**config.mk**
```make
export PLATFORM = sky130hd
export DESIGN_NAME = fcc_ctrl
export DESIGN_NICKNAME = d
export VERILOG_FILES = /design/src/inc/fcc_pkg.sv /design/src/inc/fcc_div_if.sv /design/src/hw/fcc_clk_div.sv /design/src/hw/fcc_ctrl.sv
export VERILOG_INCLUDE_DIRS = /design/src /design/src/inc
export SDC_FILE = /design/constraint.sdc
export NUM_CORES = 1
export LEC_CHECK = 0
export ABC_AREA = 1
export BUFFER_PORTS_ARGS = -buffer_cell sky130_fd_sc_hd__buf_4
export CORE_AREA = 8 8 115 117
export CTS_CLUSTER_DIAMETER = 150
export CTS_CLUSTER_SIZE = 40
export DETAILED_ROUTE_END_ITERATION = 6
export DIE_AREA = 0 0 123 125
export MAX_ROUTING_LAYER = met4
export PLACE_DENSITY = 0.76
export SLEW_MARGIN = 30
export SYNTH_ARGS = -nofsm -noshare
export SYNTH_HDL_FRONTEND = slang
export SYNTH_SLANG_ARGS = --single-unit
```
**constraint.sdc**
```tcl
create_clock -name CLK_I -period 2.21 [get_ports CLK_I]
set_input_delay 0 -clock CLK_I [delete_from_list [all_inputs] [get_ports CLK_I]]
set_output_delay 0 -clock CLK_I [all_outputs]
set_load 0.005 [all_outputs]
```
**src/inc/fcc_defs.svh**
```systemverilog
`ifndef FCC_DEFS_SVH
`define FCC_DEFS_SVH

// Register indices; the byte address is four times the index
`define FCC_IDX_CLKDIV 5'h00
`define FCC_IDX_SEC 5'h01
`define FCC_IDX_CNFG 5'h03
`define FCC_IDX_PROT 5'h04
`define FCC_IDX_STAT 5'h05
`define FCC_IDX_CMD 5'h06
`define FCC_IDX_TADDRH 5'h08
`define FCC_IDX_TADDRL 5'h09
`define FCC_IDX_TDATAH 5'h0a
`define FCC_IDX_TDATAL 5'h0b
`define FCC_IDX_EVT 5'h10
`define FCC_IDX_MASK 5'h11

// Bus address layout (byte address)
`define FCC_ADDR_W 16
`define FCC_ARRAY_SEL 15
`define FCC_WADDR_W 13

// Clock divider register fields
`define FCC_DIV_LOADED 7
`define FCC_DIV_PRE8 6

// Configuration register fields
`define FCC_CNF_BUFFER_EMPTY_IRQ_ENABLE 7
`define FCC_CNF_COMPLETE_IRQ_ENABLE 6
`define FCC_CNF_BACKDOOR_KEY_ACCESS 5

// Protection register fields
`define FCC_PR_OPEN 7
`define FCC_PR_HDIS 5
`define FCC_PR_LDIS 2

// Status register fields
`define FCC_ST_COMMAND_BUFFER_EMPTY_FLAG 7
`define FCC_ST_COMMAND_COMPLETE_FLAG 6
`define FCC_ST_PROTECTION_VIOLATION_FLAG 5
`define FCC_ST_ACCESS_ERROR_FLAG 4

// Event register bits
`define FCC_EV_EMPTY 0
`define FCC_EV_DONE 1
`define FCC_EV_PROTECTION_VIOLATION_FLAG 2
`define FCC_EV_ACCESS_ERROR_FLAG 3

// Command codes and masks
`define FCC_CMD_PROGRAM 8'h20
`define FCC_CMD_MASK 8'h65

// Reset values and array geometry
`define FCC_PROT_RST 8'hff
`define FCC_SEC_RST 8'h02
`define FCC_ARRAY_WORDS 14'h2000
`define FCC_HIGH_UNIT 14'h0400
`define FCC_LOW_UNIT 14'h0100

// Program algorithm length in divided flash clock periods
`define FCC_PGM_TICKS 8'h28

`endif

```
**src/inc/fcc_pkg.sv**
```systemverilog
package fcc_pkg;
   typedef logic [15:0] fcc_word_t;
   typedef logic [12:0] fcc_waddr_t;
   typedef enum logic [1:0] {SEQ_EMPTY, SEQ_ADDR, SEQ_CMD} fcc_seq_t;
endpackage

```
**src/inc/fcc_div_if.sv**
```systemverilog
`timescale 1ns/100ps
// Divider settings out, flash clock enable back
interface fcc_div_if;
   logic prescale_by_eight;
   logic [5:0] divider_field;
   logic tick;
   modport ctrl (output prescale_by_eight, output divider_field, input tick);
   modport gen (input prescale_by_eight, input divider_field, output tick);
endinterface

```
**src/hw/fcc_clk_div.sv**
```systemverilog
`timescale 1ns/100ps
// Divided flash clock as a one-cycle enable
module fcc_clk_div (
   // Clock and reset
   input wire logic clk_i,
   input wire logic rst_n_i,
   // Divider settings and enable
   fcc_div_if.gen div
);
   logic [2:0] pre_ff;
   logic [5:0] cnt_ff;
   logic tick_ff;
   logic pre_en;

   // Optional divide by eight ahead of the main divider
   assign pre_en = !div.prescale_by_eight || (pre_ff == 3'h7);

   // Free running prescale counter
   always_ff @(posedge clk_i) begin
      if (!rst_n_i) begin
         pre_ff <= 3'h0;
      end else begin
         pre_ff <= pre_ff + 3'h1;
      end
   end

   // Divide by field plus one; >= copes with a field shrunk mid-count
   always_ff @(posedge clk_i) begin
      if (!rst_n_i) begin
         cnt_ff <= 6'h00;
         tick_ff <= 1'b0;
      end else if (pre_en) begin
         if (cnt_ff >= div.divider_field) begin
            cnt_ff <= 6'h00;
            tick_ff <= 1'b1;
         end else begin
            cnt_ff <= cnt_ff + 6'h01;
            tick_ff <= 1'b0;
         end
      end else begin
         tick_ff <= 1'b0;
      end
   end

   assign div.tick = tick_ff;
endmodule

```
**src/hw/fcc_ctrl.sv**
```systemverilog
// Local design decision: register access over Avalon-MM.
`timescale 1ns/100ps
`include "fcc_defs.svh"
module fcc_ctrl (
   // Clock and reset
   input wire logic CLK_I,
   input wire logic RST_N_I,
   // Avalon-MM slave
   input wire logic [15:0] AVS_ADDRESS_I,
   input wire logic AVS_READ_I,
   input wire logic AVS_WRITE_I,
   input wire logic [31:0] AVS_WRITEDATA_I,
   input wire logic [3:0] AVS_BYTEENABLE_I,
   output logic [31:0] AVS_READDATA_O,
   output logic AVS_WAITREQUEST_O,
   // Interrupt
   output logic IRQ_O,
   // Array program port
   output logic PGM_ACTIVE_O,
   output logic PGM_STROBE_O,
   output fcc_pkg::fcc_waddr_t PGM_ADDR_O,
   output fcc_pkg::fcc_word_t PGM_DATA_O
);
   import fcc_pkg::*;

   fcc_div_if div_if ();

   logic ack_ff;
   logic [7:0] rdata_ff;
   logic div_ld_ff;
   logic pre8_ff;
   logic [5:0] divider_field_ff;
   logic buffer_empty_irq_enable_ff;
   logic complete_irq_enable_ff;
   logic backdoor_key_access_ff;
   logic [7:0] prot_ff;
   logic [7:0] cmd_ff;
   fcc_seq_t seq_ff;
   logic command_buffer_empty_flag_ff;
   logic protection_violation_flag_ff;
   logic access_error_flag_ff;
   fcc_waddr_t buf_addr_ff;
   fcc_word_t buf_data_ff;
   logic busy_ff;
   logic [7:0] ticks_ff;
   logic strobe_ff;
   fcc_waddr_t pgm_addr_ff;
   fcc_word_t pgm_data_ff;
   logic [3:0] evt_ff;
   logic [3:0] mask_ff;
   logic command_buffer_empty_flag_d_ff;
   logic command_complete_flag_d_ff;

   logic wr_go;
   logic reg_hit;
   logic [4:0] reg_idx;
   logic [7:0] wd;
   logic arr_wr;
   logic arr_ok;
   logic cmd_wr;
   logic launch_req;
   logic acc_set;
   logic pv_set;
   logic launch;
   logic take;
   logic command_complete_flag;
   logic [3:0] evt_set;
   logic [7:0] rd_mux;

   // Is the requested word inside a protected region
   function automatic logic is_protected(input fcc_waddr_t a, input logic [7:0] p);
      logic [13:0] wa;
      logic [13:0] hi_base;
      logic [13:0] lo_top;
      wa = {1'b0, a};
      hi_base = `FCC_ARRAY_WORDS - (`FCC_HIGH_UNIT << p[4:3]);
      lo_top = `FCC_LOW_UNIT << p[1:0];
      if (!p[`FCC_PR_OPEN]) begin
         is_protected = 1'b1;
      end else begin
         is_protected = (!p[`FCC_PR_HDIS] && (wa >= hi_base)) ||
                        (!p[`FCC_PR_LDIS] && (wa < lo_top));
      end
   endfunction

   // Write strobe for one register index
   function automatic logic reg_wr(input logic go, input logic hit,
                                   input logic [4:0] idx, input logic [4:0] want);
      reg_wr = go && hit && (idx == want);
   endfunction

   fcc_clk_div u_div (
      .clk_i(CLK_I),
      .rst_n_i(RST_N_I),
      .div(div_if.gen)
   );

   assign div_if.prescale_by_eight = pre8_ff;
   assign div_if.divider_field = divider_field_ff;

   // Bus decode; every access answers at the second edge
   assign reg_idx = AVS_ADDRESS_I[6:2];
   assign reg_hit = !AVS_ADDRESS_I[`FCC_ARRAY_SEL] && (AVS_ADDRESS_I[14:7] == 8'h00) &&
                    (AVS_ADDRESS_I[1:0] == 2'h0);
   assign wr_go = AVS_WRITE_I && ack_ff && AVS_BYTEENABLE_I[0];
   assign wd = AVS_WRITEDATA_I[7:0];
   assign AVS_WAITREQUEST_O = (AVS_READ_I || AVS_WRITE_I) && !ack_ff;
   assign AVS_READDATA_O = {24'h000000, rdata_ff};

   // Single wait state toggle
   always_ff @(posedge CLK_I) begin
      if (!RST_N_I) begin
         ack_ff <= 1'b0;
      end else begin
         ack_ff <= (AVS_READ_I || AVS_WRITE_I) && !ack_ff;
      end
   end

   // Complete means buffer empty and nothing running
   assign command_complete_flag = command_buffer_empty_flag_ff && !busy_ff;

   // Read mux; unmapped and reserved indices read zero
   always_comb begin
      rd_mux = 8'h00;
      if (reg_hit) begin
         case (reg_idx)
            `FCC_IDX_CLKDIV: rd_mux = {div_ld_ff, pre8_ff, divider_field_ff};
            `FCC_IDX_SEC: rd_mux = `FCC_SEC_RST;
            `FCC_IDX_CNFG: rd_mux = {buffer_empty_irq_enable_ff, complete_irq_enable_ff, backdoor_key_access_ff, 5'h00};
            `FCC_IDX_PROT: rd_mux = prot_ff;
            `FCC_IDX_STAT: rd_mux = {command_buffer_empty_flag_ff, command_complete_flag, protection_violation_flag_ff, access_error_flag_ff, 4'h0};
            `FCC_IDX_CMD: rd_mux = cmd_ff & `FCC_CMD_MASK;
            `FCC_IDX_TADDRH: rd_mux = {3'h0, buf_addr_ff[12:8]};
            `FCC_IDX_TADDRL: rd_mux = buf_addr_ff[7:0];
            `FCC_IDX_TDATAH: rd_mux = buf_data_ff[15:8];
            `FCC_IDX_TDATAL: rd_mux = buf_data_ff[7:0];
            `FCC_IDX_EVT: rd_mux = {4'h0, evt_ff};
            `FCC_IDX_MASK: rd_mux = {4'h0, mask_ff};
            default: rd_mux = 8'h00;
         endcase
      end
   end

   // Read data held steady for the answering edge
   always_ff @(posedge CLK_I) begin
      if (!RST_N_I) begin
         rdata_ff <= 8'h00;
      end else if (AVS_READ_I && !ack_ff) begin
         rdata_ff <= rd_mux;
      end
   end

   // Clock divider register; any write marks it loaded
   always_ff @(posedge CLK_I) begin
      if (!RST_N_I) begin
         div_ld_ff <= 1'b0;
         pre8_ff <= 1'b0;
         divider_field_ff <= 6'h00;
      end else if (reg_wr(wr_go, reg_hit, reg_idx, `FCC_IDX_CLKDIV)) begin
         div_ld_ff <= 1'b1;
         pre8_ff <= wd[`FCC_DIV_PRE8];
         divider_field_ff <= wd[5:0];
      end
   end

   // Configuration and protection registers
   always_ff @(posedge CLK_I) begin
      if (!RST_N_I) begin
         buffer_empty_irq_enable_ff <= 1'b0;
         complete_irq_enable_ff <= 1'b0;
         backdoor_key_access_ff <= 1'b0;
         prot_ff <= `FCC_PROT_RST;
      end else begin
         if (reg_wr(wr_go, reg_hit, reg_idx, `FCC_IDX_CNFG)) begin
            buffer_empty_irq_enable_ff <= wd[`FCC_CNF_BUFFER_EMPTY_IRQ_ENABLE];
            complete_irq_enable_ff <= wd[`FCC_CNF_COMPLETE_IRQ_ENABLE];
            backdoor_key_access_ff <= wd[`FCC_CNF_BACKDOOR_KEY_ACCESS];
         end
         if (reg_wr(wr_go, reg_hit, reg_idx, `FCC_IDX_PROT)) begin
            prot_ff <= wd;
         end
      end
   end

   // Sequence decode; a wrong step aborts and flags an access error
   always_comb begin
      arr_wr = AVS_WRITE_I && ack_ff && AVS_ADDRESS_I[`FCC_ARRAY_SEL] &&
               (AVS_BYTEENABLE_I[1:0] == 2'h3);
      arr_ok = command_buffer_empty_flag_ff && (seq_ff == SEQ_EMPTY) && !protection_violation_flag_ff && !access_error_flag_ff;
      cmd_wr = reg_wr(wr_go, reg_hit, reg_idx, `FCC_IDX_CMD);
      launch_req = reg_wr(wr_go, reg_hit, reg_idx, `FCC_IDX_STAT) && wd[`FCC_ST_COMMAND_BUFFER_EMPTY_FLAG];
      acc_set = (arr_wr && !arr_ok) ||
                (cmd_wr && ((seq_ff != SEQ_ADDR) || (wd != `FCC_CMD_PROGRAM))) ||
                (launch_req && (seq_ff == SEQ_ADDR)) ||
                (launch_req && (seq_ff == SEQ_CMD) && !div_ld_ff);
      pv_set = launch_req && (seq_ff == SEQ_CMD) && div_ld_ff &&
               is_protected(buf_addr_ff, prot_ff);
      launch = launch_req && (seq_ff == SEQ_CMD) && div_ld_ff &&
               !is_protected(buf_addr_ff, prot_ff);
   end

   // Command buffer and sequence state
   always_ff @(posedge CLK_I) begin
      if (!RST_N_I) begin
         seq_ff <= SEQ_EMPTY;
         buf_addr_ff <= 13'h0000;
         buf_data_ff <= 16'h0000;
         cmd_ff <= 8'h00;
      end else if (acc_set || pv_set || launch) begin
         seq_ff <= SEQ_EMPTY;
      end else if (arr_wr) begin
         seq_ff <= SEQ_ADDR;
         buf_addr_ff <= AVS_ADDRESS_I[14:2];
         buf_data_ff <= AVS_WRITEDATA_I[15:0];
      end else if (cmd_wr) begin
         seq_ff <= SEQ_CMD;
         cmd_ff <= wd;
      end else begin
         if (reg_wr(wr_go, reg_hit, reg_idx, `FCC_IDX_TADDRH)) begin
            buf_addr_ff[12:8] <= wd[4:0];
         end
         if (reg_wr(wr_go, reg_hit, reg_idx, `FCC_IDX_TADDRL)) begin
            buf_addr_ff[7:0] <= wd;
         end
         if (reg_wr(wr_go, reg_hit, reg_idx, `FCC_IDX_TDATAH)) begin
            buf_data_ff[15:8] <= wd;
         end
         if (reg_wr(wr_go, reg_hit, reg_idx, `FCC_IDX_TDATAL)) begin
            buf_data_ff[7:0] <= wd;
         end
      end
   end

   // Buffer empty drops at launch, rises when the engine takes it
   assign take = !command_buffer_empty_flag_ff && !busy_ff;

   always_ff @(posedge CLK_I) begin
      if (!RST_N_I) begin
         command_buffer_empty_flag_ff <= 1'b1;
      end else if (launch) begin
         command_buffer_empty_flag_ff <= 1'b0;
      end else if (take) begin
         command_buffer_empty_flag_ff <= 1'b1;
      end
   end

   // Error flags: write one clears, a new error wins over the clear
   always_ff @(posedge CLK_I) begin
      if (!RST_N_I) begin
         protection_violation_flag_ff <= 1'b0;
         access_error_flag_ff <= 1'b0;
      end else begin
         if (pv_set) begin
            protection_violation_flag_ff <= 1'b1;
         end else if (reg_wr(wr_go, reg_hit, reg_idx, `FCC_IDX_STAT) && wd[`FCC_ST_PROTECTION_VIOLATION_FLAG]) begin
            protection_violation_flag_ff <= 1'b0;
         end
         if (acc_set) begin
            access_error_flag_ff <= 1'b1;
         end else if (reg_wr(wr_go, reg_hit, reg_idx, `FCC_IDX_STAT) && wd[`FCC_ST_ACCESS_ERROR_FLAG]) begin
            access_error_flag_ff <= 1'b0;
         end
      end
   end

   // Program engine, timed in divided flash clock periods
   always_ff @(posedge CLK_I) begin
      if (!RST_N_I) begin
         busy_ff <= 1'b0;
         ticks_ff <= 8'h00;
         strobe_ff <= 1'b0;
         pgm_addr_ff <= 13'h0000;
         pgm_data_ff <= 16'h0000;
      end else begin
         strobe_ff <= take;
         if (take) begin
            busy_ff <= 1'b1;
            ticks_ff <= `FCC_PGM_TICKS;
            pgm_addr_ff <= buf_addr_ff;
            pgm_data_ff <= buf_data_ff;
         end else if (busy_ff && div_if.tick) begin
            if (ticks_ff == 8'h01) begin
               busy_ff <= 1'b0;
            end
            ticks_ff <= ticks_ff - 8'h01;
         end
      end
   end

   assign PGM_ACTIVE_O = busy_ff;
   assign PGM_STROBE_O = strobe_ff;
   assign PGM_ADDR_O = pgm_addr_ff;
   assign PGM_DATA_O = pgm_data_ff;

   // Event sources, rising edges of the two flags plus errors
   assign evt_set[`FCC_EV_EMPTY] = command_buffer_empty_flag_ff && !command_buffer_empty_flag_d_ff;
   assign evt_set[`FCC_EV_DONE] = command_complete_flag && !command_complete_flag_d_ff;
   assign evt_set[`FCC_EV_PROTECTION_VIOLATION_FLAG] = pv_set;
   assign evt_set[`FCC_EV_ACCESS_ERROR_FLAG] = acc_set;

   // Sticky events, write one clears, set wins
   always_ff @(posedge CLK_I) begin
      if (!RST_N_I) begin
         evt_ff <= 4'h0;
         mask_ff <= 4'h0;
         command_buffer_empty_flag_d_ff <= 1'b1;
         command_complete_flag_d_ff <= 1'b1;
      end else begin
         command_buffer_empty_flag_d_ff <= command_buffer_empty_flag_ff;
         command_complete_flag_d_ff <= command_complete_flag;
         if (reg_wr(wr_go, reg_hit, reg_idx, `FCC_IDX_EVT)) begin
            evt_ff <= (evt_ff & ~wd[3:0]) | evt_set;
         end else begin
            evt_ff <= evt_ff | evt_set;
         end
         if (reg_wr(wr_go, reg_hit, reg_idx, `FCC_IDX_MASK)) begin
            mask_ff <= wd[3:0];
         end
      end
   end

   // Level interrupt; the flag enables also request while their flag is high
   assign IRQ_O = (|(evt_ff & mask_ff)) || (buffer_empty_irq_enable_ff && command_buffer_empty_flag_ff) || (complete_irq_enable_ff && command_complete_flag);
endmodule

```
==> impl_metrics.ini <==
[status]
status = complete, no violations

[yosys]
synth.most_common_cell = nand2_1
synth_top_family_by_area = simple AND/OR/NAND/NOR gates
syn-mean-instance-area_um2 = 7.06
synth_edf_count = 0
synth_compound_area_share_pct = 14.6
synth_cells = 864
synth_top_area_share_pct = 41.0
synth_async_sr_flop_share_pct = 0
ys_types = 43
synth_simple_gate_area_share_pct = 27.9
yosys_most_used_dff = dfxtp_1
synth_area_leaders = dfxtp_1, nand2_1, inv_1
synth-seq-area-share_pct = 41.0
yosysTopAreaCell = dfxtp_1
synth_xor_area_share_pct = 0.575
synth_seq_cells = 125
yosysWarningCount = 0
synth_common_cells = nand2_1, dfxtp_1, inv_1, nor2_1, o21ai_0
synth_fa_ha_area_share_pct = 3.69
synth_area_um2 = 6100
synth.area.mux_share_pct = 0

[sta]
worst_clock_skew_ps = 6.59
fmax_mhz = 506
period_share_pct = 89.5
tightest_slew_ps = 741
hold_violations = 0
setup_violations = 0
setup_slack_ps = 232
slew_headroom_pct = 50.6
period_needed_ps = 1980
fin_setup_tns_ps = 0
slew_viol_final = 0
rsz0062_at_grt = false

[placement]
gp_congestion = 1.03
numPortBuffers = 78
place_ws_ps = 315
placed_cells = 1075
hpwl_mm = 13.1

[clock_network]
cts_sinks = 125
clock_latency_ps = 420
ctsResizeCount = 0
cts_tree = yes
htreeDepth = 4
post-cts-setup-buffer-count = 0
cts_buffers = 17
cts_buffer_depth = 2
cts.clk_slew.worst_paths_ps = 50
root_buffer = clkbuf_16

[die]
design.die.area_um2 = 15400
pin_count = 121
rows = 40
design.core.area_um2 = 11600
die_w_um = 123
start_util_pct = 52.5
die_y_um = 125

[global_route]
use_met2_pct = 37.9
gr-usage-all-layers_pct = 25.2
met1_usage_pct = 31.7
grt_start_max_net_pins = 59
grt_pass1_wl_mm = 29.3
grt_pass1_vias = 5621
overflow = 0
gr-max-usage-layer = met2
grtUsageMet3_pct = 5.49
grt_antenna_before_repair = 0

[detailed_routing]
drt_iter0_drc = 503
vias = 5926
drcViolationCount = 0
ant_nets = 0
avgRoutedWirePerCell_um = 16.1
wirelength_mm = 18.3
drtPass1Iterations = 5
vias_per_cell = 5.22

[worst_setup_path]
crit_path_end_kind = flop
cp_slowest_stage_delay_ps = 370
slowest_stage = dfxtp_1
crit_fanout = 16
cp.arrival_ps = 2290
r2r_slack_ps = 230
startpoint_type = flop
worstSetupStartpoint = ack_ff
reg2reg_depth = 7
path_class = flop to flop
crit_chain = nand3_1 > nor2_1 > inv_1 > o21ai_2 > nand4_4 > nor2_1 > nor2_2
crit_family = simple AND/OR/NAND/NOR gates
worstPathRequired_ps = 2520
cp_num_cells = 7
critPathBufInv = 1
r2r-start = ack_ff
cp_common_cell = nor2_1
crit_end = buf_addr_ff[7]
r2r-end = buf_addr_ff[7]

[worst_hold_path]
min_from = AVS_ADDRESS_I[2]
hold_path.class = input pin to flop

[finish]
drive_gt1_share_pct = 15.6
fin_cells = 1135
fill_cells = 1028
nets = 1050
area_delta_synth_final_pct = 24.1
insertedDiodeCount = 0

[power_and_ir_drop]
power_mw = 5.14
power_density_nw_per_um2 = 679
ir_drop_mv = 0.644
power_leakage_nw = 3.55

[flow_run]
cap_violations = 0
[cell type report]
class	instances	area [um2]	area share (%)
repair buffers	118	958	12.7
flip-flops and latches	125	2500	33.1
well taps	147	184	2.43
inverters	116	435	5.76
clock buffers	25	505	6.68
multi-input cells	598	2940	38.9
clock inverters	6	35.0	0.463
[kinds of logic (layout without fill, tap and decap cells)]
group | after synthesis | after routing
compound gates | 165 | 165
simple gates | 387 | 387
buf+inv | 164 | 265
xor+xnor | 4 | 4
fa+ha+maj | 18 | 18
other cells | 1 | 24
flops | 125 | 125
[flip-flops by register name (all words and copies together) (netlist names), 2 cells and up]
register and cells:
cmd_ff 4, PGM_ADDR_O 13, PGM_DATA_O 16, mask_ff 4, div_if.divider_field 6, buf_addr_ff 13
buf_data_ff 16, u_div.pre_ff 3, prot_ff 8, rdata_ff 8, evt_ff 4, ticks_ff 8
seq_ff 2, u_div.cnt_ff 6
[how the worst min path moves through the flow]
stage | cells after the start | endpoint
final | 5 | buf_addr_ff[0]
after floorplan | 2 | prot_ff[0]
after global placement | 3 | ack_ff
after global routing | 5 | buf_addr_ff[0]
after CTS | 5 | buf_addr_ff[0]
after detailed placement | 3 | ack_ff
[per-layer routing]
| metal | part of all wire [%] | routed length, um |
|---|---|---|
| met4 | 3.9 | 721 |
| met5 | 0 | 0 |
| met1 | 42 | 7760 |
| met3 | 8.2 | 1510 |
| met2 | 45 | 8320 |
[timing repair]
| action | CTS | global route |
|---|---|---|
| hold buffers | 29 | 0 |
| setup endpoints to repair | 0 | 0 |
| endpoints found under the hold margin | 51 | 0 |
[tightest hold or removal path, stage by stage]
cell and delay, ps:
buf_4 130, inv_2 60, o21ai_0 80, nor2_1 120, nor2_1 60
[where the power goes]
| group | internal, mW | switching [mW] |
|---|---|---|
| sequential | 2.27 | 0.00731 |
| clock | 1.56 | 0.968 |
| combinational | 0.125 | 0.202 |
| total | 3.96 | 1.18 |
[metrics by stage]
stage                     hold slack, ps  area, um2  util, %
after CTS                           70.3       7560     65.2
after detailed placement             289       6730     58.0
after global placement               276       6730     58.0
after global routing                 117       7560     65.2
after floorplan                      126       6180        -
final                               81.3       7560     65.2
[layout by cell type, fill, tap and decap left out, types with 17 or more instances in the layout]
| cell type | n |
|---|---|
| inv_1 | 109 |
| a21oi_1 | 51 |
| nand3_1 | 23 |
| conb_1 | 24 |
| nand2_1 | 212 |
| clkbuf_16 | 17 |
| o22ai_1 | 19 |
| buf_4 | 89 |
| ha_1 | 18 |
| dfxtp_1 | 125 |
| o21ai_0 | 80 |
| nor2_1 | 105 |
| dlygate4sd3_1 | 29 |
No activity file was read; power rests on OpenSTA's default activity.
